<file path="config.mk">
export PLATFORM = sky130hd
export DESIGN_NAME = fam_fault_action_mapper
export DESIGN_NICKNAME = d
export VERILOG_FILES = /design/src/fam_pkg.sv /design/src/fam_fault_action_mapper.sv
export SDC_FILE = /design/constraint.sdc
export NUM_CORES = 1
export LEC_CHECK = 0
export BUFFER_PORTS_ARGS = -buffer_cell sky130_fd_sc_hd__buf_2
export CORE_UTILIZATION = 56
export CTS_BUF_LIST = sky130_fd_sc_hd__clkbuf_2
export DETAILED_ROUTE_END_ITERATION = 8
export GPL_TIMING_DRIVEN = 0
export PLACE_DENSITY = 0.88
export SLEW_MARGIN = 40
export SYNTH_ARGS = -nofsm -noshare
export SYNTH_HDL_FRONTEND = slang
export SYNTH_SLANG_ARGS = --single-unit
</file>
<file path="constraint.sdc">
create_clock -name clk -period 2.85 [get_ports clk]
set_input_delay 0.1425 -clock clk [delete_from_list [all_inputs] [get_ports clk]]
set_output_delay 0.1425 -clock clk [all_outputs]
set_load 0.05 [all_outputs]
</file>
<file path="src/fam_pkg.sv">
// constants, register map and carrier types for the fault action mapper
`default_nettype none
package fam_pkg;
    localparam int CLK_PERIOD_NS  = 8;
    // no reference edge for this long means the reference is dead
    localparam int ACT_TIMEOUT_NS = 8000;
    localparam int ACT_CYC        = ACT_TIMEOUT_NS / CLK_PERIOD_NS;
    localparam int ACT_CW         = 11;
    localparam logic [ACT_CW-1:0] ACT_LAST = ACT_CW'(ACT_CYC - 1);

    localparam logic [7:0] ADDR_CTRL    = 8'h00;
    localparam logic [7:0] ADDR_STATUS  = 8'h04;
    localparam logic [7:0] ADDR_FAULTS  = 8'h08;
    localparam logic [7:0] ADDR_INT_ST  = 8'h0C;
    localparam logic [7:0] ADDR_INT_CLR = 8'h10;
    localparam logic [7:0] ADDR_INT_EN  = 8'h14;
    localparam logic [7:0] ADDR_ACTIONS = 8'h18;

    localparam int CTRL_TX_LSB = 0;
    localparam int CTRL_RX_LSB = 2;
    localparam int CTRL_DI_BIT = 4;
    localparam int CTRL_W      = 5;
    localparam logic [CTRL_W-1:0] CTRL_RESET = 5'h00;
    localparam int NUM_FLT = 15;
    localparam int NUM_EVT = NUM_FLT + 1;

    typedef enum logic [1:0] {
        REF_INTERNAL,
        REF_EXT_TERR,
        REF_EXT_REF,
        REF_LOOP
    } fam_ref_t;

    typedef struct packed {
        logic sat_ais_rx;
        logic sat_ber;
        logic sat_lomf;
        logic sat_lof;
        logic sat_los;
        logic terr_ais_rx;
        logic terr_ber;
        logic terr_lomf;
        logic terr_lof;
        logic terr_sig_loss;
        logic terr_los;
        logic drop_deframer_unlock;
        logic ovs_pll_unlock;
        logic comp_pll_unlock;
        logic if_synth_unlock;
    } fam_faults_t;

    typedef struct packed {
        logic terr_yellow_ts0;
        logic terr_ts16_ones;
        logic terr_ais_ts;
        logic sat_byte32_b3;
        logic sat_ais_ts;
        logic sat_yellow_non_frame_align_word;
        logic service;
        logic prompt;
        logic mod_relay_on;
        logic tx_ais;
        logic tx_minor;
        logic tx_major;
        logic tx_if_off;
    } fam_actions_t;
endpackage
`default_nettype wire

</file>
<file path="src/fam_fault_action_mapper.sv">
// fault to action mapping with reference clock fallback and a wishbone register file
// Function
// RULE1 - rx ref falls back when external reference dies
// RULE2 - rx ref stays internal on activity loss
// RULE3 - tx ref falls back when external reference dies
// RULE4 - tx ref stays internal on activity loss
// RULE5 - synth unlock: if off, major, relay off
// RULE6 - composite pll unlock: if off, major, ais, relay
// RULE7 - oversampling pll unlock: if off, major alarm
// RULE8 - drop deframer unlock in d&i: minor, ais
// RULE9 - terr input loss: prompt, service, yellow, ais
// RULE10 - terr signalling loss: prompt, yellow, ts16 ones
// RULE11 - terr frame loss: prompt, yellow, ais
// RULE12 - terr multiframe loss: prompt, yellow, ts16 ones
// RULE13 - terr ber 1e-3: prompt, yellow, ais
// RULE14 - terr ais received: only byte32 bit3
// RULE15 - sat loss: prompt, service, ais, ts16, byte32
// RULE16 - sat ber 1e-3: same as sat loss
// RULE17 - sat ais received: service, terr ts0 yellow
// RULE18 - actions follow live conditions, released on clear
`default_nettype none
module fam_fault_action_mapper (
    input  wire logic                 clk,          // system clock, 125 MHz
    input  wire logic                 nrst,         // async reset, active low
    input  wire logic                 wb_cyc_i,     // wishbone cycle
    input  wire logic                 wb_stb_i,     // wishbone strobe
    input  wire logic                 wb_we_i,      // wishbone write enable
    input  wire logic [7:0]           wb_adr_i,     // wishbone byte address
    input  wire logic [3:0]           wb_sel_i,     // wishbone byte selects
    input  wire logic [31:0]          wb_dat_i,     // wishbone write data
    output logic      [31:0]          wb_dat_o,     // wishbone read data
    output logic                      wb_ack_o,     // wishbone acknowledge
    input  wire fam_pkg::fam_faults_t fault_in,     // raw fault levels, async
    input  wire logic                 ext_ref_clk,  // external reference clock pin
    input  wire logic                 terr_clk_ok,  // terrestrial clock present
    output fam_pkg::fam_actions_t     act,          // registered fault actions
    output fam_pkg::fam_ref_t         tx_ref,       // effective tx clock reference
    output fam_pkg::fam_ref_t         rx_ref,       // effective buffer clock reference
    output logic                      irq           // level interrupt
);
    fam_pkg::fam_faults_t        flt_s1;
    fam_pkg::fam_faults_t        flt;
    fam_pkg::fam_faults_t        flt_d;
    logic [2:0]                  ref_sync;
    logic [1:0]                  terr_sync;
    logic                        terr_ok;
    logic                        ref_edge;
    logic [fam_pkg::ACT_CW-1:0]  act_cnt;
    logic                        ref_lost;
    logic                        ref_lost_d;
    logic [fam_pkg::CTRL_W-1:0]  ctrl;
    fam_pkg::fam_ref_t           tx_cfg;
    fam_pkg::fam_ref_t           rx_cfg;
    logic                        di_mode;
    logic [fam_pkg::NUM_EVT-1:0] evt;
    logic [fam_pkg::NUM_EVT-1:0] int_stat;
    logic [fam_pkg::NUM_EVT-1:0] int_en;
    logic [fam_pkg::NUM_EVT-1:0] int_clr;
    logic                        wb_req;
    logic                        wb_wr;
    fam_pkg::fam_actions_t       next_act;
    logic [31:0]                 next_rdata;

    function automatic logic hit(input logic [7:0] adr, input logic [7:0] off);
        hit = (adr[7:2] == off[7:2]);
    endfunction

    // byte-lane merge of write data into an existing word
    function automatic logic [31:0] merge(input logic [31:0] old, input logic [31:0] wd,
                                          input logic [3:0] sel);
        logic [31:0] m;
        m = {{8{sel[3]}}, {8{sel[2]}}, {8{sel[1]}}, {8{sel[0]}}};
        merge = (old & ~m) | (wd & m);
    endfunction

    function automatic fam_pkg::fam_ref_t pick_ref(input fam_pkg::fam_ref_t cfg,
                                                   input logic lost, input logic tok);
        if (cfg == fam_pkg::REF_EXT_REF && lost) begin
            pick_ref = tok ? fam_pkg::REF_EXT_TERR : fam_pkg::REF_INTERNAL;
        end else begin
            pick_ref = cfg;
        end
    endfunction

    // pin synchronisers; first stage feeds only the second
    always_ff @(posedge clk or negedge nrst) begin
        if (!nrst) begin
            flt_s1    <= '0;
            flt       <= '0;
            flt_d     <= '0;
            ref_sync  <= 3'h0;
            terr_sync <= 2'h0;
        end else begin
            flt_s1    <= fault_in;
            flt       <= flt_s1;
            flt_d     <= flt;
            ref_sync  <= {ref_sync[1:0], ext_ref_clk};
            terr_sync <= {terr_sync[0], terr_clk_ok};
        end
    end

    assign terr_ok  = terr_sync[1];
    assign ref_edge = ref_sync[2] ^ ref_sync[1];

    // activity monitor: any edge restarts the window
    always_ff @(posedge clk or negedge nrst) begin
        if (!nrst) begin
            act_cnt  <= '0;
            ref_lost <= 1'b0;
        end else if (ref_edge) begin
            act_cnt  <= '0;
            ref_lost <= 1'b0;
        end else if (act_cnt == fam_pkg::ACT_LAST) begin
            ref_lost <= 1'b1;
        end else begin
            act_cnt  <= act_cnt + 1'b1;
        end
    end

    assign tx_cfg  = fam_pkg::fam_ref_t'(ctrl[fam_pkg::CTRL_TX_LSB +: 2]);
    assign rx_cfg  = fam_pkg::fam_ref_t'(ctrl[fam_pkg::CTRL_RX_LSB +: 2]);
    assign di_mode = ctrl[fam_pkg::CTRL_DI_BIT];

    // reference fallback, returns to the configured source once activity is back
    always_ff @(posedge clk or negedge nrst) begin
        if (!nrst) begin
            tx_ref <= fam_pkg::REF_INTERNAL;
            rx_ref <= fam_pkg::REF_INTERNAL;
        end else begin
            rx_ref <= pick_ref(rx_cfg, ref_lost, terr_ok); // RULE1 RULE2
            tx_ref <= pick_ref(tx_cfg, ref_lost, terr_ok); // RULE3 RULE4
        end
    end

    // actions are a pure function of live faults and di_mode; each drops when no cause remains, except mod_relay_on, which returns high
    always_comb begin
        next_act                 = '0;
        next_act.tx_if_off       = flt.if_synth_unlock | flt.comp_pll_unlock
                                 | flt.ovs_pll_unlock; // RULE5 RULE6 RULE7
        next_act.tx_major        = flt.if_synth_unlock | flt.comp_pll_unlock
                                 | flt.ovs_pll_unlock; // RULE5 RULE6 RULE7
        next_act.tx_minor        = di_mode & flt.drop_deframer_unlock; // RULE8
        next_act.tx_ais          = flt.comp_pll_unlock
                                 | (di_mode & flt.drop_deframer_unlock); // RULE6 RULE8
        next_act.mod_relay_on    = ~(flt.if_synth_unlock | flt.comp_pll_unlock); // RULE5 RULE6
        next_act.prompt          = flt.terr_los | flt.terr_sig_loss | flt.terr_lof
                                 | flt.terr_lomf | flt.terr_ber | flt.sat_los | flt.sat_lof
                                 | flt.sat_lomf | flt.sat_ber; // RULE9 RULE10 RULE11 RULE12 RULE13
        next_act.service         = flt.terr_los | flt.sat_los | flt.sat_lof | flt.sat_lomf
                                 | flt.sat_ber | flt.sat_ais_rx; // RULE9 RULE15 RULE16 RULE17
        next_act.sat_yellow_non_frame_align_word = flt.terr_los | flt.terr_sig_loss | flt.terr_lof
                                 | flt.terr_lomf | flt.terr_ber; // RULE9 RULE10 RULE11 RULE12
        next_act.sat_ais_ts      = flt.terr_los | flt.terr_lof | flt.terr_ber; // RULE9 RULE13
        next_act.sat_byte32_b3   = flt.terr_ais_rx | flt.sat_los | flt.sat_lof
                                 | flt.sat_lomf | flt.sat_ber; // RULE14 RULE15 RULE16
        next_act.terr_ais_ts     = flt.sat_los | flt.sat_lof | flt.sat_lomf
                                 | flt.sat_ber; // RULE15 RULE16
        next_act.terr_ts16_ones  = flt.terr_sig_loss | flt.terr_lomf | flt.sat_los
                                 | flt.sat_lof | flt.sat_lomf | flt.sat_ber; // RULE10 RULE12
        next_act.terr_yellow_ts0 = flt.sat_ais_rx; // RULE17
    end

    always_ff @(posedge clk or negedge nrst) begin
        if (!nrst) begin
            act <= '0;
        end else begin
            act <= next_act; // RULE18
        end
    end

    // bus slave: one wait state, ack for one cycle
    assign wb_req  = wb_cyc_i & wb_stb_i & ~wb_ack_o;
    assign wb_wr   = wb_req & wb_we_i;
    assign int_clr = (wb_wr && hit(wb_adr_i, fam_pkg::ADDR_INT_CLR)) ?
                     fam_pkg::NUM_EVT'(merge(32'h0, wb_dat_i, wb_sel_i)) : '0;

    always_ff @(posedge clk or negedge nrst) begin
        if (!nrst) begin
            ctrl <= fam_pkg::CTRL_RESET;
        end else if (wb_wr && hit(wb_adr_i, fam_pkg::ADDR_CTRL)) begin
            ctrl <= fam_pkg::CTRL_W'(merge(32'(ctrl), wb_dat_i, wb_sel_i));
        end
    end

    always_ff @(posedge clk or negedge nrst) begin
        if (!nrst) begin
            int_en <= '0;
        end else if (wb_wr && hit(wb_adr_i, fam_pkg::ADDR_INT_EN)) begin
            int_en <= fam_pkg::NUM_EVT'(merge(32'(int_en), wb_dat_i, wb_sel_i));
        end
    end

    assign evt = {ref_lost & ~ref_lost_d, flt & ~flt_d};

    // a new event wins over a clear in the same cycle
    always_ff @(posedge clk or negedge nrst) begin
        if (!nrst) begin
            ref_lost_d <= 1'b0;
            int_stat   <= '0;
            irq        <= 1'b0;
        end else begin
            ref_lost_d <= ref_lost;
            int_stat   <= (int_stat & ~int_clr) | evt;
            irq        <= |(((int_stat & ~int_clr) | evt) & int_en);
        end
    end

    always_comb begin
        next_rdata = 32'h0;
        if (hit(wb_adr_i, fam_pkg::ADDR_CTRL)) begin
            next_rdata = 32'(ctrl);
        end else if (hit(wb_adr_i, fam_pkg::ADDR_STATUS)) begin
            next_rdata = 32'({terr_ok, ref_lost, rx_ref, tx_ref});
        end else if (hit(wb_adr_i, fam_pkg::ADDR_FAULTS)) begin
            next_rdata = 32'(flt);
        end else if (hit(wb_adr_i, fam_pkg::ADDR_INT_ST)) begin
            next_rdata = 32'(int_stat);
        end else if (hit(wb_adr_i, fam_pkg::ADDR_INT_EN)) begin
            next_rdata = 32'(int_en);
        end else if (hit(wb_adr_i, fam_pkg::ADDR_ACTIONS)) begin
            next_rdata = 32'(act);
        end
    end

    always_ff @(posedge clk or negedge nrst) begin
        if (!nrst) begin
            wb_ack_o <= 1'b0;
            wb_dat_o <= 32'h0;
        end else begin
            wb_ack_o <= wb_req;
            wb_dat_o <= (wb_req && !wb_we_i) ? next_rdata : 32'h0;
        end
    end

    a_rx_fallback: assert property (@(posedge clk) disable iff (!nrst) // RULE1
        (rx_cfg == fam_pkg::REF_EXT_REF && ref_lost)
        |=> rx_ref == ($past(terr_ok) ? fam_pkg::REF_EXT_TERR : fam_pkg::REF_INTERNAL))
        else $error("rx reference did not fall back");

    a_rx_stay_int: assert property (@(posedge clk) disable iff (!nrst) // RULE2
        (rx_cfg == fam_pkg::REF_INTERNAL) ##1 (rx_cfg == fam_pkg::REF_INTERNAL)
        |-> rx_ref == fam_pkg::REF_INTERNAL)
        else $error("rx reference left the internal oscillator");

    a_tx_fallback: assert property (@(posedge clk) disable iff (!nrst) // RULE3
        (tx_cfg == fam_pkg::REF_EXT_REF && ref_lost && terr_ok)
        |=> tx_ref == fam_pkg::REF_EXT_TERR)
        else $error("tx reference did not move to terrestrial clock");

    a_tx_stay_int: assert property (@(posedge clk) disable iff (!nrst) // RULE4
        (tx_cfg == fam_pkg::REF_INTERNAL && ref_lost) |=> tx_ref == fam_pkg::REF_INTERNAL)
        else $error("tx reference left the internal oscillator");

    a_ref_timeout: assert property (@(posedge clk) disable iff (!nrst) // RULE1
        ref_edge |=> !ref_lost [*8])
        else $error("reference declared lost too soon after an edge");

    a_synth_act: assert property (@(posedge clk) disable iff (!nrst) // RULE5
        $rose(flt.if_synth_unlock)
        |=> act.tx_if_off && act.tx_major && !act.mod_relay_on)
        else $error("synth unlock actions missing");

    a_comp_act: assert property (@(posedge clk) disable iff (!nrst) // RULE6
        flt.comp_pll_unlock
        |=> act.tx_if_off && act.tx_major && act.tx_ais && !act.mod_relay_on)
        else $error("composite pll unlock actions missing");

    a_ovs_act: assert property (@(posedge clk) disable iff (!nrst) // RULE7
        flt.ovs_pll_unlock |=> act.tx_if_off && act.tx_major)
        else $error("oversampling pll unlock actions missing");

    a_drop_minor: assert property (@(posedge clk) disable iff (!nrst) // RULE8
        1'b1 |=> act.tx_minor == $past(di_mode && flt.drop_deframer_unlock))
        else $error("minor alarm not gated by drop and insert mode");

    a_terr_los: assert property (@(posedge clk) disable iff (!nrst) // RULE9
        flt.terr_los |=> act.prompt && act.service && act.sat_yellow_non_frame_align_word && act.sat_ais_ts)
        else $error("terrestrial input loss actions missing");

    a_terr_sig: assert property (@(posedge clk) disable iff (!nrst) // RULE10
        (flt.terr_sig_loss || flt.terr_lomf)
        |=> act.prompt && act.sat_yellow_non_frame_align_word && act.terr_ts16_ones)
        else $error("terrestrial signalling loss actions missing");

    a_terr_frame: assert property (@(posedge clk) disable iff (!nrst) // RULE11
        (flt.terr_lof || flt.terr_ber)
        |=> act.prompt && act.sat_yellow_non_frame_align_word && act.sat_ais_ts)
        else $error("terrestrial frame or ber actions missing");

    a_terr_ais_only: assert property (@(posedge clk) disable iff (!nrst) // RULE14
        (flt == fam_pkg::fam_faults_t'(15'h0200))
        |=> act.sat_byte32_b3 && !act.prompt && !act.service && !act.sat_yellow_non_frame_align_word)
        else $error("terrestrial ais must only set byte 32 bit 3");

    a_sat_loss: assert property (@(posedge clk) disable iff (!nrst) // RULE15
        (flt.sat_los || flt.sat_lof || flt.sat_lomf || flt.sat_ber)
        |=> act.prompt && act.service && act.terr_ais_ts && act.terr_ts16_ones
            && act.sat_byte32_b3)
        else $error("satellite loss actions missing");

    a_sat_ais_only: assert property (@(posedge clk) disable iff (!nrst) // RULE17
        (flt == fam_pkg::fam_faults_t'(15'h4000))
        |=> act.service && act.terr_yellow_ts0 && !act.prompt && !act.terr_ais_ts)
        else $error("satellite ais must only raise service and ts0 yellow");

    a_release_all: assert property (@(posedge clk) disable iff (!nrst) // RULE18
        (flt == '0) [*2] |=> (act == fam_pkg::fam_actions_t'(13'h0010)))
        else $error("actions held after all faults cleared");

    a_irq_set: assert property (@(posedge clk) disable iff (!nrst)
        (|(evt & int_en)) |=> irq && (int_stat & $past(evt)) == $past(evt))
        else $error("enabled event did not raise interrupt");

    a_ack_once: assert property (@(posedge clk) disable iff (!nrst)
        wb_ack_o |=> !wb_ack_o)
        else $error("ack held longer than one cycle");

    a_ack_follows: assert property (@(posedge clk) disable iff (!nrst)
        wb_req |=> wb_ack_o)
        else $error("bus request not acknowledged next cycle");

    a_dat_idle: assert property (@(posedge clk) disable iff (!nrst)
        !wb_ack_o |-> wb_dat_o == 32'h0)
        else $error("read data not zero outside acknowledge");

    a_synth_only: assert property (@(posedge clk) disable iff (!nrst) // RULE5
        (flt == fam_pkg::fam_faults_t'(15'h0001))
        |=> act == fam_pkg::fam_actions_t'(13'h0003))
        else $error("synth unlock action set wrong");

    a_comp_only: assert property (@(posedge clk) disable iff (!nrst) // RULE6
        (flt == fam_pkg::fam_faults_t'(15'h0002))
        |=> act == fam_pkg::fam_actions_t'(13'h000B))
        else $error("composite pll unlock action set wrong");

    a_ovs_relay: assert property (@(posedge clk) disable iff (!nrst) // RULE7
        (flt == fam_pkg::fam_faults_t'(15'h0004))
        |=> act == fam_pkg::fam_actions_t'(13'h0013))
        else $error("oversampling pll unlock action set wrong");

    a_drop_gated: assert property (@(posedge clk) disable iff (!nrst) // RULE8
        (!di_mode && flt == fam_pkg::fam_faults_t'(15'h0008))
        |=> act == fam_pkg::fam_actions_t'(13'h0010))
        else $error("drop deframer unlock acted outside drop and insert");

    a_terr_los_only: assert property (@(posedge clk) disable iff (!nrst) // RULE9
        (flt == fam_pkg::fam_faults_t'(15'h0010))
        |=> act == fam_pkg::fam_actions_t'(13'h01F0))
        else $error("terrestrial input loss action set wrong");

    a_ais_only: assert property (@(posedge clk) disable iff (!nrst) // RULE11 RULE13
        (flt == fam_pkg::fam_faults_t'(15'h0040) || flt == fam_pkg::fam_faults_t'(15'h0100))
        |=> act == fam_pkg::fam_actions_t'(13'h01B0))
        else $error("terrestrial frame or ber action set wrong");

    a_ts16_only: assert property (@(posedge clk) disable iff (!nrst) // RULE10 RULE12
        (flt == fam_pkg::fam_faults_t'(15'h0020) || flt == fam_pkg::fam_faults_t'(15'h0080))
        |=> act == fam_pkg::fam_actions_t'(13'h08B0))
        else $error("terrestrial signalling action set wrong");

    a_sat_ber_same: assert property (@(posedge clk) disable iff (!nrst) // RULE15 RULE16
        (flt == fam_pkg::fam_faults_t'(15'h0400) || flt == fam_pkg::fam_faults_t'(15'h2000))
        |=> act == fam_pkg::fam_actions_t'(13'h0E70))
        else $error("satellite loss or ber action set wrong");

    a_loop_pass: assert property (@(posedge clk) disable iff (!nrst)
        (rx_cfg == fam_pkg::REF_LOOP) |=> rx_ref == fam_pkg::REF_LOOP)
        else $error("loop reference not passed through");

    a_irq_level: assert property (@(posedge clk) disable iff (!nrst)
        1'b1 |=> irq == |(int_stat & $past(int_en)))
        else $error("interrupt level disagrees with enabled status");

    a_stat_clear: assert property (@(posedge clk) disable iff (!nrst)
        (|int_clr && !(|evt)) |=> (int_stat & $past(int_clr)) == '0)
        else $error("status bit survived its clear");
endmodule
`default_nettype wire

</file>
==> impl_metrics.prom, run 1 <==
# TYPE chip_impl_metric gauge
chip_impl_info{name="clock_tree_from_tritoncts",value="yes"} 1
chip_impl_metric{name="fillers",unit=""} 558
chip_impl_metric{name="gr-total-overflow",unit=""} 0
chip_impl_info{name="yosys-top-cells-area",value="sky130_fd_sc_hd__dfrtp_1 64%, sky130_fd_sc_hd__mux2_1 3.5%, sky130_fd_sc_hd__nor2_1 3.1%"} 1
chip_impl_metric{name="mappedNetlistArea",unit="mm²"} 0.005221
chip_impl_metric{name="detailed_placer_s_ending_hpwl",unit="µm"} 7786
chip_impl_metric{name="synth-seq-area-share",unit="%"} 63.74
chip_impl_metric{name="critPathRequiredTime",unit="ps"} 3470
chip_impl_info{name="root_buffer",value="sky130_fd_sc_hd__clkbuf_2"} 1
chip_impl_metric{name="vdd.ir_drop.worst",unit="mV"} 0.3400
chip_impl_metric{name="worstPathMaxFanout",unit=""} 10
chip_impl_metric{name="fp.dieW",unit="µm"} 98.56
chip_impl_metric{name="first_pass_grt_wire_length",unit="µm"} 20650
chip_impl_metric{name="ff2ff_setup_slack",unit="ps"} 340
chip_impl_metric{name="groute.usage.overall",unit="%"} 28.43
chip_impl_metric{name="reg2reg_depth",unit=""} 7
chip_impl_metric{name="tightest_slew",unit="ps"} 832.6
chip_impl_metric{name="route.detailed.wl_per_inst",unit="µm"} 17.72
chip_impl_info{name="synthDominantAreaCellType",value="sky130_fd_sc_hd__dfrtp_1"} 1
chip_impl_metric{name="detail_route.vias_per_cell",unit=""} 5.672
chip_impl_metric{name="post_synth_inst_count",unit=""} 429
chip_impl_metric{name="grt.met3_usage",unit="%"} 7.163
chip_impl_metric{name="register_area",unit="mm²"} 0.003328
chip_impl_metric{name="chipHeight",unit="µm"} 98.56
chip_impl_metric{name="yosysTopAreaCellShare",unit="%"} 63.74
chip_impl_metric{name="first_global_vias",unit=""} 4120
chip_impl_metric{name="clock-sinks",unit=""} 133
chip_impl_metric{name="synth_cell_type_count",unit=""} 52
chip_impl_metric{name="total_power_after_layout",unit="mW"} 3.428
chip_impl_metric{name="synth-seq-cells",unit=""} 133
chip_impl_metric{name="htree_levels",unit=""} 4
chip_impl_info{name="status",value="finished, final reports clean"} 1
chip_impl_info{name="critical_path.startpoint",value="wb_adr_i[7]"} 1
chip_impl_metric{name="largest_net_degree_at_the_start_of_global_routing",unit=""} 72
chip_impl_metric{name="timing_max_transition_violations_final",unit=""} 0
chip_impl_info{name="rsz_0062_raised_after_global_routing",value="no"} 1
chip_impl_metric{name="routed_wirelength",unit="µm"} 12650
chip_impl_metric{name="dr_total_vias",unit=""} 4050
chip_impl_info{name="top_usage_layer",value="met2"} 1
chip_impl_metric{name="gp_routability_congestion",unit=""} 0.8738
chip_impl_metric{name="cts_buffers",unit=""} 17
chip_impl_metric{name="timing.final.hold_violations",unit=""} 0
chip_impl_metric{name="hold_path_depth",unit=""} 5
chip_impl_info{name="synth_commonest_cells",value="133 x sky130_fd_sc_hd__dfrtp_1, 43 x sky130_fd_sc_hd__nor2_1, 28 x sky130_fd_sc_hd__nand2_1, 20 x sky130_fd_sc_hd__buf_4, 16 x sky130_fd_sc_hd__mux2_1"} 1
chip_impl_metric{name="drt_pre_antenna_iters",unit=""} 6
chip_impl_metric{name="drc",unit=""} 0
chip_impl_metric{name="number_of_enable_type_register_cells_in_the_synthesized_netlist",unit=""} 0
chip_impl_metric{name="top_level_ports",unit=""} 117
chip_impl_info{name="hold_path_startpoint",value="wb_cyc_i"} 1
chip_impl_metric{name="synthArstFlopShare",unit="%"} 100.0
chip_impl_metric{name="multi_input_area",unit="mm²"} 0.001710
chip_impl_metric{name="num_antenna_cells",unit=""} 0
chip_impl_metric{name="worst_skew_pair.late_latency",unit="ps"} 720
chip_impl_metric{name="ant_nets",unit=""} 0
chip_impl_metric{name="drv.max_cap_violation_count",unit=""} 0
chip_impl_metric{name="cts.repair_timing.setup_buffer_count",unit=""} 0
chip_impl_info{name="worstReg2RegStart",value="wb_ack_o$_DFF_PN0_"} 1
chip_impl_metric{name="grt_util_met1",unit="%"} 35.30
chip_impl_metric{name="max-slew-margin-rel",unit="%"} 43.98
chip_impl_metric{name="nets",unit=""} 660
chip_impl_metric{name="cp_data_arrival_time",unit="ps"} 3180
chip_impl_metric{name="min_period_over_period",unit="%"} 89.67
chip_impl_info{name="postSynth.topFlopCell",value="sky130_fd_sc_hd__dfrtp_1"} 1
chip_impl_info{name="hold_path_class",value="in -> reg"} 1
chip_impl_metric{name="area_growth_syn_to_layout",unit="%"} 26.17
chip_impl_metric{name="placementRows",unit=""} 34
chip_impl_metric{name="worst_setup_hold_path_clk_slew",unit="ps"} 230
chip_impl_metric{name="port_buffers",unit=""} 79
chip_impl_metric{name="clock-skew-final",unit="ps"} 37.24
chip_impl_metric{name="final_layout_size_suffix_gt1_share",unit="%"} 24.09
chip_impl_metric{name="layout_min_cycle_time",unit="ps"} 2556
chip_impl_metric{name="floorplan.core_area",unit="mm²"} 0.008891
chip_impl_info{name="critical_path.startpoint_type",value="input pin"} 1
chip_impl_metric{name="floorplan.initialDensity",unit="%"} 58.73
chip_impl_metric{name="drt_iter0_drc",unit=""} 284
chip_impl_metric{name="dieArea",unit="mm²"} 0.009714
chip_impl_metric{name="ys.warnings.count",unit=""} 0
chip_impl_metric{name="power.density",unit="mW/mm²"} 520.3
chip_impl_metric{name="setup-violations-final",unit=""} 0
chip_impl_metric{name="post_synth.cell_area_avg",unit="µm²"} 12.17
chip_impl_metric{name="maximum_buffer_depth_of_the_clock_tree",unit=""} 2
chip_impl_info{name="kind_of_critical_path",value="in -> reg"} 1
chip_impl_metric{name="globalRouteMet2Util",unit="%"} 45.45
chip_impl_metric{name="max_clock_freq",unit="GHz"} 0.3913
chip_impl_metric{name="cellLeakagePower",unit="nW"} 3.100
chip_impl_metric{name="setup_total_negative_slack",unit="ps"} 0
chip_impl_info{name="worst_setup_path_end_kind",value="flip-flop"} 1
chip_impl_metric{name="grt_antenna_before_repair",unit=""} 0
chip_impl_info{name="post-synth-top-count-cell",value="sky130_fd_sc_hd__dfrtp_1"} 1
[cell usage in the layout, fill, tap and decap left out, types with 11 or more instances in the layout]
cell type and instances:
sky130_fd_sc_hd__mux2_1 16, sky130_fd_sc_hd__buf_2 78, sky130_fd_sc_hd__dfrtp_1 133, sky130_fd_sc_hd__buf_4 20, sky130_fd_sc_hd__a31oi_1 12, sky130_fd_sc_hd__nand2b_1 12, sky130_fd_sc_hd__a221oi_1 12, sky130_fd_sc_hd__o21ai_0 11
sky130_fd_sc_hd__nor2_1 43, sky130_fd_sc_hd__inv_1 14, sky130_fd_sc_hd__nor2b_1 11, sky130_fd_sc_hd__nand2_1 28, sky130_fd_sc_hd__dlygate4sd3_1 49, sky130_fd_sc_hd__conb_1 16, sky130_fd_sc_hd__clkbuf_2 18
[metal layers]
| layer | up-vias | share of wire, % | wire length (µm) |
|---|---|---|---|
| met5 | - | 0.34 | 43 |
| met4 | 2 | 4.9 | 623 |
| met3 | 58 | 7.8 | 984 |
| met2 | 232 | 49 | 6145 |
| met1 | 1942 | 38 | 4854 |
| li1 | 1816 | - | - |
[metrics by stage]
step	instance area [µm²]	hold WS [ps]	utilization [%]	instances	setup WS (ps)
floorplan	5278	-153.1	-	444	589.1
global placement	5808	249.7	65.33	631	56.03
detailed placement	5846	114.7	65.75	632	152.6
CTS	6563	15.06	73.81	712	368.5
global route	6588	11.33	74.09	714	220.8
finish	6588	27.46	74.09	714	294.5
[kinds of logic (layout without fill, tap and decap cells)]
| kind of cell | Yosys count | after routing | share of synthesized area (%) |
|---|---|---|---|
| AO/OA/AOI/OAI | 75 | 75 | 10.35 |
| XOR/XNOR | 9 | 9 | 1.510 |
| adder cells (fa/ha/maj) | 1 | 1 | 0.2396 |
| buffers and inverters | 45 | 207 | 4.673 |
| flip-flops | 133 | 133 | 63.74 |
| multiplexers | 27 | 27 | 5.679 |
| other | 1 | 16 | 0.07182 |
| AND/OR/NAND/NOR | 138 | 138 | 13.73 |
[worst paths after layout]
check	end
worst max-delay path	irq$_DFF_PN0_
worst max register to register	irq$_DFF_PN0_
max in group asynchronous	wb_dat_o[4]$_DFF_PN0_
min in group asynchronous	int_stat[11]$_DFF_PN0_
worst min-delay path	wb_dat_o[15]$_DFF_PN0_
worst min register to register	flt[13]$_DFF_PN0_
[area by class of cell]
type | instances | share of cell area, %
Clock inverter | 14 | 1.956
Sequential cell | 133 | 50.52
Timing Repair Buffer | 130 | 14.43
Clock buffer | 18 | 1.368
Inverter | 14 | 0.7977
Tap cell | 108 | 2.051
Buffer | 31 | 2.906
Multi-Input combinational cell | 266 | 25.96
[worst max-delay path, stage by stage]
cell and delay [ps]:
sky130_fd_sc_hd__dlygate4sd3_1 540, sky130_fd_sc_hd__buf_2 140, sky130_fd_sc_hd__or4b_1 530, sky130_fd_sc_hd__buf_4 190
sky130_fd_sc_hd__nor4_2 470, sky130_fd_sc_hd__buf_4 270, sky130_fd_sc_hd__a21oi_1 90, sky130_fd_sc_hd__or4_4 500
sky130_fd_sc_hd__a211oi_2 180, sky130_fd_sc_hd__nand4_1 120
[power breakdown]
group | total (mW) | internal [mW] | switching (mW)
combinational | 0.367 | 0.143 | 0.224
sequential | 1.99 | 1.95 | 0.0436
clock | 1.07 | 0.325 | 0.743
total | 3.43 | 2.42 | 1.01
[what timing repair did]
action	CTS	global route
endpoints found under the hold margin	199	2
hold buffers	48	2
resized for setup	0	0
Note: power is estimated with default switching activity, not from simulation.
==> run 2: changes to the inputs <==
--- a/config.mk
+++ b/config.mk
@@ -5,6 +5,7 @@
 export SDC_FILE = /design/constraint.sdc
 export NUM_CORES = 1
 export LEC_CHECK = 0
+export ABC_AREA = 1
 export BUFFER_PORTS_ARGS = -buffer_cell sky130_fd_sc_hd__buf_2
 export CORE_UTILIZATION = 56
 export CTS_BUF_LIST = sky130_fd_sc_hd__clkbuf_2
==> run 2 against run 1 <==
Net effect: area after synthesis grew 3.4%; global-route usage is 1.1 points higher; sequential share of layout area down 2.6 points; total power increased by 13%; non-clock buffer count decreased by 2; critical path type unchanged; critical endpoint unchanged; largest power group unchanged.
==> impl_metrics.prom, run 2 <==
# TYPE chip_impl_metric gauge
chip_impl_info{name="status",value="finished, final reports clean"} 1
chip_impl_info{name="critical_path.startpoint_type",value="input pin"} 1
chip_impl_metric{name="synth-seq-cells",unit=""} 133
chip_impl_info{name="clock_tree_from_tritoncts",value="yes"} 1
chip_impl_metric{name="worst_setup_hold_path_clk_slew",unit="ps"} 190
chip_impl_info{name="post-synth-top-count-cell",value="sky130_fd_sc_hd__nand2_1"} 1
chip_impl_metric{name="gp_routability_congestion",unit=""} 0.8488
chip_impl_metric{name="ys.warnings.count",unit=""} 0
chip_impl_metric{name="drv.max_cap_violation_count",unit=""} 0
chip_impl_metric{name="synth_compound_area_share",unit="%"} 8.341
chip_impl_metric{name="first_global_vias",unit=""} 4571
chip_impl_metric{name="fraction_of_power_spent_switching_nets",unit="%"} 26.12
chip_impl_metric{name="min_period_over_period",unit="%"} 87.48
chip_impl_metric{name="post_synth.cell_area_avg",unit="µm²"} 9.872
chip_impl_metric{name="max_clock_freq",unit="GHz"} 0.4011
chip_impl_metric{name="timing_max_transition_violations_final",unit=""} 0
chip_impl_info{name="synthDominantAreaCellType",value="sky130_fd_sc_hd__dfrtp_1"} 1
chip_impl_metric{name="fillers",unit=""} 634
chip_impl_info{name="mostFrequentLayoutCells",value="148 x sky130_fd_sc_hd__nand2_1, 133 x sky130_fd_sc_hd__dfrtp_1, 80 x sky130_fd_sc_hd__buf_2"} 1
chip_impl_metric{name="fin_cells",unit=""} 858
chip_impl_metric{name="dr_total_vias",unit=""} 4545
chip_impl_metric{name="ff2ff_setup_slack",unit="ps"} 580
chip_impl_info{name="crit_path_end",value="irq$_DFF_PN0_"} 1
chip_impl_metric{name="placementRows",unit=""} 35
chip_impl_metric{name="chipHeight",unit="µm"} 100.2
chip_impl_metric{name="synth_fa_ha_area_share",unit="%"} 0.2317
chip_impl_metric{name="floorplan.core_area",unit="mm²"} 0.009284
chip_impl_metric{name="multi_input_area",unit="mm²"} 0.001682
chip_impl_metric{name="dieArea",unit="mm²"} 0.01004
chip_impl_metric{name="htree_levels",unit=""} 4
chip_impl_metric{name="max-slew-margin-rel",unit="%"} 52.94
chip_impl_metric{name="cp_data_arrival_time",unit="ps"} 3100
chip_impl_info{name="critical_path.startpoint",value="wb_adr_i[6]"} 1
chip_impl_metric{name="worstPathMaxFanout",unit=""} 3
chip_impl_info{name="kind_of_critical_path",value="in -> reg"} 1
chip_impl_metric{name="floorplan.initialDensity",unit="%"} 58.17
chip_impl_metric{name="vdd.ir_drop.worst",unit="mV"} 0.3059
chip_impl_metric{name="critPathRequiredTime",unit="ps"} 3450
chip_impl_metric{name="clock-sinks",unit=""} 133
chip_impl_info{name="commonest_non_fill_non_tap_cell_in_the_layout",value="sky130_fd_sc_hd__nand2_1"} 1
chip_impl_metric{name="synth-seq-area-share",unit="%"} 61.63
chip_impl_metric{name="first_pass_grt_wire_length",unit="µm"} 22160
chip_impl_metric{name="synthArstFlopShare",unit="%"} 100.0
chip_impl_metric{name="tightest_slew",unit="ps"} 700.0
chip_impl_info{name="synth_commonest_cells",value="148 x sky130_fd_sc_hd__nand2_1, 133 x sky130_fd_sc_hd__dfrtp_1, 73 x sky130_fd_sc_hd__inv_1, 30 x sky130_fd_sc_hd__o21ai_0, 26 x sky130_fd_sc_hd__nor2_1"} 1
chip_impl_metric{name="detailed_placer_s_ending_hpwl",unit="µm"} 8338
chip_impl_metric{name="area_growth_syn_to_layout",unit="%"} 28.71
chip_impl_metric{name="drt_pre_antenna_iters",unit=""} 5
chip_impl_metric{name="synthXorXnorAreaFrac",unit="%"} 0.6487
chip_impl_info{name="postSynth.topFlopCell",value="sky130_fd_sc_hd__dfrtp_1"} 1
chip_impl_metric{name="ant_nets",unit=""} 0
chip_impl_metric{name="nets",unit=""} 783
chip_impl_metric{name="synth_simple_gate_area_share",unit="%"} 19.02
chip_impl_info{name="combinational_family_with_the_most_area_after_synthesis",value="simple AND/OR/NAND/NOR gates"} 1
chip_impl_metric{name="number_of_instances_resized_during_post_cts_repair",unit=""} 0
chip_impl_metric{name="cts_buffers",unit=""} 17
chip_impl_info{name="worst_setup_path_end_kind",value="flip-flop"} 1
chip_impl_metric{name="hold_path_depth",unit=""} 6
chip_impl_metric{name="cellLeakagePower",unit="nW"} 3.625
chip_impl_metric{name="post_synth_inst_count",unit=""} 547
chip_impl_metric{name="maximum_buffer_depth_of_the_clock_tree",unit=""} 2
chip_impl_metric{name="timing.final.hold_violations",unit=""} 0
chip_impl_metric{name="largest_net_degree_at_the_start_of_global_routing",unit=""} 79
chip_impl_metric{name="yosys-mux-area-fraction",unit="%"} 1.668
chip_impl_metric{name="power_frac_comb",unit="%"} 10.5
chip_impl_metric{name="clkPwrFrac",unit="%"} 37.3
chip_impl_metric{name="synth_cell_type_count",unit=""} 38
chip_impl_metric{name="port_buffers",unit=""} 78
chip_impl_metric{name="route.detailed.wl_per_inst",unit="µm"} 15.93
chip_impl_metric{name="register_area",unit="mm²"} 0.003328
chip_impl_metric{name="grt_antenna_before_repair",unit=""} 0
chip_impl_metric{name="groute.usage.overall",unit="%"} 29.52
chip_impl_info{name="rr_endpoint",value="irq$_DFF_PN0_"} 1
chip_impl_metric{name="routed_wirelength",unit="µm"} 13670
chip_impl_metric{name="top_level_ports",unit=""} 117
chip_impl_metric{name="worst_skew_pair.late_latency",unit="ps"} 700
chip_impl_metric{name="power_report.internal_total",unit="mW"} 2.850
chip_impl_info{name="root_buffer",value="sky130_fd_sc_hd__clkbuf_2"} 1
chip_impl_metric{name="setup-violations-final",unit=""} 0
chip_impl_info{name="worstReg2RegStart",value="wb_ack_o$_DFF_PN0_"} 1
chip_impl_metric{name="drt_iter0_drc",unit=""} 512
chip_impl_metric{name="yosysTopAreaCellShare",unit="%"} 61.63
chip_impl_metric{name="clock-skew-final",unit="ps"} 29.06
chip_impl_metric{name="numPlacedInstances",unit=""} 770
chip_impl_info{name="yosys-top-cells-area",value="sky130_fd_sc_hd__dfrtp_1 62%, sky130_fd_sc_hd__nand2_1 10%, sky130_fd_sc_hd__inv_1 5.1%"} 1
chip_impl_metric{name="p_switching",unit="mW"} 1.008
chip_impl_info{name="hold_path_class",value="in -> reg"} 1
chip_impl_info{name="rsz_0062_raised_after_global_routing",value="no"} 1
chip_impl_metric{name="num_antenna_cells",unit=""} 0
chip_impl_metric{name="reg2reg_depth",unit=""} 13
chip_impl_metric{name="number_of_enable_type_register_cells_in_the_synthesized_netlist",unit=""} 0
chip_impl_metric{name="drc",unit=""} 0
chip_impl_metric{name="setup_total_negative_slack",unit="ps"} 0
chip_impl_metric{name="detail_route.vias_per_cell",unit=""} 5.297
chip_impl_info{name="hold_path_startpoint",value="wb_sel_i[0]"} 1
chip_impl_metric{name="layout_min_cycle_time",unit="ps"} 2493
chip_impl_metric{name="mappedNetlistArea",unit="mm²"} 0.005400
chip_impl_metric{name="final_layout_size_suffix_gt1_share",unit="%"} 22.50
chip_impl_metric{name="gr-total-overflow",unit=""} 0
chip_impl_metric{name="power.density",unit="mW/mm²"} 555.1
chip_impl_metric{name="p_seq_share",unit="%"} 52.2
chip_impl_metric{name="fp.dieW",unit="µm"} 100.2
run 2: cell types whose count changed in the layout (fill, tap and decap cells not counted), moves of 14 or more:
| cell | before | now |
|---|---|---|
| sky130_fd_sc_hd__nand2_1 | 28 | 148 |
| sky130_fd_sc_hd__inv_1 | 14 | 73 |
| sky130_fd_sc_hd__o21ai_0 | 11 | 30 |
| sky130_fd_sc_hd__nor2_1 | 43 | 26 |
| sky130_fd_sc_hd__mux2_1 | 16 | 0 |
| sky130_fd_sc_hd__a21oi_1 | 9 | 23 |
run 2: cell families (layout without fill, tap and decap cells):
kind of cell | after synthesis | after routing
xor+xnor | 4 | 4
mux | 6 | 6
compound gates | 76 | 76
other cells | 1 | 16
simple gates | 226 | 226
flops | 133 | 133
fa+ha+maj | 1 | 1
buf+inv | 100 | 267
run 2: timing repair:
| item | in CTS | in global routing |
|---|---|---|
| endpoints found under the hold margin | 196 | 0 |
| buffers inserted | 0 | 0 |
| setup endpoints to repair | 0 | 0 |
| hold buffers | 56 | 0 |
run 2: critical path: stages:
cell	delay, ps
sky130_fd_sc_hd__dlygate4sd3_1	530
sky130_fd_sc_hd__buf_2	130
sky130_fd_sc_hd__nor2_2	130
sky130_fd_sc_hd__dlygate4sd3_1	580
sky130_fd_sc_hd__nand3_1	120
sky130_fd_sc_hd__nor2_4	130
sky130_fd_sc_hd__dlygate4sd3_1	690
sky130_fd_sc_hd__nand2_1	80
sky130_fd_sc_hd__nand2_1	60
sky130_fd_sc_hd__nand2_1	60
sky130_fd_sc_hd__nand2_1	60
sky130_fd_sc_hd__nand2_1	50
sky130_fd_sc_hd__inv_1	50
sky130_fd_sc_hd__nand2_1	70
sky130_fd_sc_hd__nor2_1	130
sky130_fd_sc_hd__nand2_1	80
run 2: metal layers:
metal | wire (µm) | track usage (%) | part of all wire (%)
met2 | 6860 | 48.42 | 50
met3 | 1113 | 6.825 | 8.1
met1 | 5236 | 36.53 | 38
met5 | 0 | 0 | 0
met4 | 456 | 15.94 | 3.3
run 2: per-stage QoR:
stage,utilization [%],hold slack (ps),area [µm²],worst slack [ps],power (mW)
finish,74.87,33.87,6950,356.9,3.858
global route,74.87,25.97,6950,248.3,4.005
CTS,74.87,23.39,6950,407.3,3.852
detailed placement,65.19,91.26,6052,826.6,2.387
global placement,64.72,250.1,6008,5.343,2.361
floorplan,-,-153.1,5456,1077,2.247
run 2: worst min-delay path by stage:
stage | end | slack (ps)
3_3_place_gp | ref_sync[0]$_DFF_PN0_ | 250
3_5_place_dp | flt_s1[11]$_DFF_PN0_ | 90
4_1_cts | int_stat[0]$_DFF_PN0_ | 20
2_1_floorplan | async pin | -150
6_report | int_stat[0]$_DFF_PN0_ | 30
5_1_grt | ref_sync[0]$_DFF_PN0_ | 30
run 2: layout make-up:
class | instances | share of cell area, %
Buffer | 24 | 2.376
Clock buffer | 17 | 1.224
Clock inverter | 15 | 3.384
Inverter | 76 | 4.140
Multi-Input combinational cell | 329 | 24.19
Sequential cell | 133 | 47.88
Tap cell | 129 | 2.322
Timing Repair Buffer | 135 | 14.47
run 2: power groups by stage:
stage / logic, mW / clock network, mW / registers (mW)
2_1_floorplan: 0.178 / 0 / 2.07
3_3_place_gp: 0.321 / 0 / 2.04
3_5_place_dp: 0.340 / 0 / 2.05
4_1_cts: 0.397 / 1.44 / 2.01
5_1_grt: 0.439 / 1.54 / 2.02
6_report: 0.404 / 1.44 / 2.02
==> run 3: changes to the inputs <==
--- a/config.mk
+++ b/config.mk
@@ -10,6 +10,7 @@
 export CORE_UTILIZATION = 56
 export CTS_BUF_LIST = sky130_fd_sc_hd__clkbuf_2
 export DETAILED_ROUTE_END_ITERATION = 8
+export GPL_ROUTABILITY_DRIVEN = 0
 export GPL_TIMING_DRIVEN = 0
 export PLACE_DENSITY = 0.88
 export SLEW_MARGIN = 40
==> constraint.sdc (replaced) <==
create_clock -name clk -period 2.85 [get_ports clk]
set_input_delay 0.4275 -clock clk [delete_from_list [all_inputs] [get_ports clk]]
set_output_delay 0.4275 -clock clk [all_outputs]
set_load 0.05 [all_outputs]
==> run 3 against run 2 <==
Net effect: cell count is 3.3% lower; first-iteration DRC count is 12% lower; die area stayed put; fmax is 6.8% higher; combinational power is 7.9% lower; total power is 5.5% lower; critical path type unchanged; sequential share of layout area is 2.5 points higher; critical path depth is 7 lower; largest power group unchanged; highest routed layer unchanged; register-to-register slack better by 360 ps; clock skew is 5.7 ps higher.
==> impl_metrics.prom, run 3 (same netlist as run 2, synthesis figures left out) <==
# TYPE chip_impl_metric gauge
chip_impl_info{name="hold_path_class",value="in -> reg"} 1
chip_impl_metric{name="worstPathMaxFanout",unit=""} 8
chip_impl_metric{name="cp_data_arrival_time",unit="ps"} 2910
chip_impl_metric{name="setup_total_negative_slack",unit="ps"} 0
chip_impl_metric{name="timing.hold.ws",unit="ps"} 43.31
chip_impl_info{name="rr_endpoint",value="irq$_DFF_PN0_"} 1
chip_impl_metric{name="clock-sinks",unit=""} 133
chip_impl_metric{name="grt_antenna_before_repair",unit=""} 1
chip_impl_metric{name="detail_route.vias_per_cell",unit=""} 5.264
chip_impl_metric{name="maximum_buffer_depth_of_the_clock_tree",unit=""} 2
chip_impl_info{name="highest_layer",value="met4"} 1
chip_impl_metric{name="cts_buffers",unit=""} 17
chip_impl_info{name="hold_path_startpoint",value="wb_dat_i[0]"} 1
chip_impl_metric{name="route.detailed.wl_per_inst",unit="µm"} 14.99
chip_impl_metric{name="groute.usage.overall",unit="%"} 27.07
chip_impl_metric{name="ff2ff_setup_slack",unit="ps"} 940
chip_impl_metric{name="cts.repair_timing.setup_buffer_count",unit=""} 0
chip_impl_metric{name="htree_levels",unit=""} 4
chip_impl_metric{name="drt_pre_antenna_iters",unit=""} 6
chip_impl_metric{name="timing.final.hold_violations",unit=""} 0
chip_impl_metric{name="chipHeight",unit="µm"} 100.2
chip_impl_metric{name="nets",unit=""} 755
chip_impl_metric{name="fillers",unit=""} 685
chip_impl_info{name="kind_of_critical_path",value="in -> reg"} 1
chip_impl_metric{name="route.met3.wl",unit="µm"} 1182
chip_impl_info{name="worstReg2RegStart",value="wb_ack_o$_DFF_PN0_"} 1
chip_impl_metric{name="worst_setup_hold_path_clk_slew",unit="ps"} 180
chip_impl_metric{name="hold_path_depth",unit=""} 3
chip_impl_metric{name="power.density",unit="mW/mm²"} 552.0
chip_impl_metric{name="multi_input_area",unit="mm²"} 0.001682
chip_impl_metric{name="fp.dieW",unit="µm"} 100.2
chip_impl_info{name="root_buffer",value="sky130_fd_sc_hd__clkbuf_2"} 1
chip_impl_metric{name="tightest_slew",unit="ps"} 649.6
chip_impl_metric{name="max-slew-margin-rel",unit="%"} 56.34
chip_impl_info{name="critical_path.startpoint_type",value="input pin"} 1
chip_impl_metric{name="top_level_ports",unit=""} 117
chip_impl_metric{name="floorplan.initialDensity",unit="%"} 58.17
chip_impl_metric{name="met2_wirelength",unit="µm"} 6049
chip_impl_info{name="status",value="finished, final reports clean"} 1
chip_impl_metric{name="area_growth_syn_to_layout",unit="%"} 22.36
chip_impl_metric{name="first_global_vias",unit=""} 4284
chip_impl_metric{name="final_layout_size_suffix_gt1_share",unit="%"} 23.25
chip_impl_metric{name="total_power_after_layout",unit="mW"} 3.647
chip_impl_metric{name="critPathRequiredTime",unit="ps"} 3420
chip_impl_metric{name="gr-total-overflow",unit=""} 0
chip_impl_metric{name="layout_min_cycle_time",unit="ps"} 2335
chip_impl_metric{name="drc",unit=""} 0
chip_impl_info{name="rsz_0062_raised_after_global_routing",value="no"} 1
chip_impl_metric{name="clock-skew-final",unit="ps"} 34.78
chip_impl_metric{name="timing_max_transition_violations_final",unit=""} 0
chip_impl_metric{name="vdd.ir_drop.worst",unit="mV"} 0.2841
chip_impl_metric{name="routed_wirelength",unit="µm"} 12440
chip_impl_metric{name="drv.max_cap_violation_count",unit=""} 0
chip_impl_metric{name="drt-met1-wl",unit="µm"} 4866
chip_impl_metric{name="placementRows",unit=""} 35
chip_impl_metric{name="dr_total_vias",unit=""} 4369
chip_impl_metric{name="dieArea",unit="mm²"} 0.01004
chip_impl_metric{name="reg2reg_depth",unit=""} 13
chip_impl_metric{name="ant_nets",unit=""} 0
chip_impl_metric{name="cellLeakagePower",unit="nW"} 3.456
chip_impl_metric{name="drt_iter0_drc",unit=""} 450
chip_impl_metric{name="min_period_over_period",unit="%"} 81.94
chip_impl_metric{name="floorplan.core_area",unit="mm²"} 0.009284
chip_impl_info{name="clock_tree_from_tritoncts",value="yes"} 1
chip_impl_metric{name="detailed_placer_s_ending_hpwl",unit="µm"} 8198
chip_impl_metric{name="port_buffers",unit=""} 78
chip_impl_metric{name="first_pass_grt_wire_length",unit="µm"} 20380
chip_impl_metric{name="num_antenna_cells",unit=""} 0
chip_impl_metric{name="register_area",unit="mm²"} 0.003328
chip_impl_metric{name="finalCoreUtilization",unit="%"} 71.17
chip_impl_info{name="mostFrequentLayoutCells",value="148 x sky130_fd_sc_hd__nand2_1, 133 x sky130_fd_sc_hd__dfrtp_1, 80 x sky130_fd_sc_hd__buf_2"} 1
chip_impl_metric{name="max_clock_freq",unit="GHz"} 0.4282
chip_impl_info{name="worst_setup_path_end_kind",value="flip-flop"} 1
chip_impl_info{name="commonest_non_fill_non_tap_cell_in_the_layout",value="sky130_fd_sc_hd__nand2_1"} 1
chip_impl_metric{name="worst_skew_pair.late_latency",unit="ps"} 680
chip_impl_metric{name="setup-violations-final",unit=""} 0
chip_impl_metric{name="largest_net_degree_at_the_start_of_global_routing",unit=""} 75
[run 3: per-layer routing]
layer  global-route usage [%]  vias to the layer above
met1                    34.81                     2082
met5                        0                        -
met4                    9.922                        0
met2                    44.05                      261
met3                    7.799                       36
li1                         -                     1990
[run 3: stage by stage]
step / cells / cell area [µm²] / setup slack, ps
after CTS: 829 / 6598 / 618.2
after global routing: 830 / 6608 / 444.8
after global placement: 769 / 6008 / -280.0
after floorplan: 562 / 5456 / 1077
after detailed placement: 770 / 6052 / 598.8
final: 830 / 6608 / 514.7
[run 3: critical path, stage by stage]
cell	delay [ps]
sky130_fd_sc_hd__dlygate4sd3_1	520
sky130_fd_sc_hd__buf_2	130
sky130_fd_sc_hd__nand2_1	40
sky130_fd_sc_hd__dlygate4sd3_1	540
sky130_fd_sc_hd__nor2_1	140
sky130_fd_sc_hd__nand2_1	140
sky130_fd_sc_hd__nor3_4	450
sky130_fd_sc_hd__o21ai_0	210
sky130_fd_sc_hd__nor3_1	310
[run 3: how the worst max path moves through the flow]
stage	startpoint	slack, ps	cells after the start	to
after global routing	wb_stb_i	440	9	wb_dat_o[6]$_DFF_PN0_
after detailed placement	wb_adr_i[7]	600	8	wb_dat_o[2]$_DFF_PN0_
after global placement	nrst	-280	1	terr_sync[0]$_DFF_PN0_
after CTS	wb_stb_i	620	9	wb_dat_o[6]$_DFF_PN0_
final	wb_stb_i	510	9	wb_dat_o[6]$_DFF_PN0_
after floorplan	wb_ack_o$_DFF_PN0_	1080	13	irq$_DFF_PN0_
[run 3: area by class of cell]
type | instances | area share (%)
Multi-Input combinational cell | 329 | 25.45
Sequential cell | 133 | 50.37
Buffer | 24 | 2.500
Inverter | 76 | 4.355
Clock inverter | 13 | 2.727
Timing Repair Buffer | 107 | 10.72
Tap cell | 129 | 2.443
Clock buffer | 19 | 1.439
[run 3: timing repair]
action                                  CTS  global route
resized for setup                         0             0
hold endpoints to repair                 84             1
hold buffers                             27             1
endpoints found under the setup margin    0             0
[run 3: report_power, final]
| part | internal [mW] | switching [mW] | total (mW) |
|---|---|---|---|
| clock | 0.581 | 0.683 | 1.26 |
| sequential | 1.96 | 0.0527 | 2.01 |
| combinational | 0.128 | 0.243 | 0.372 |
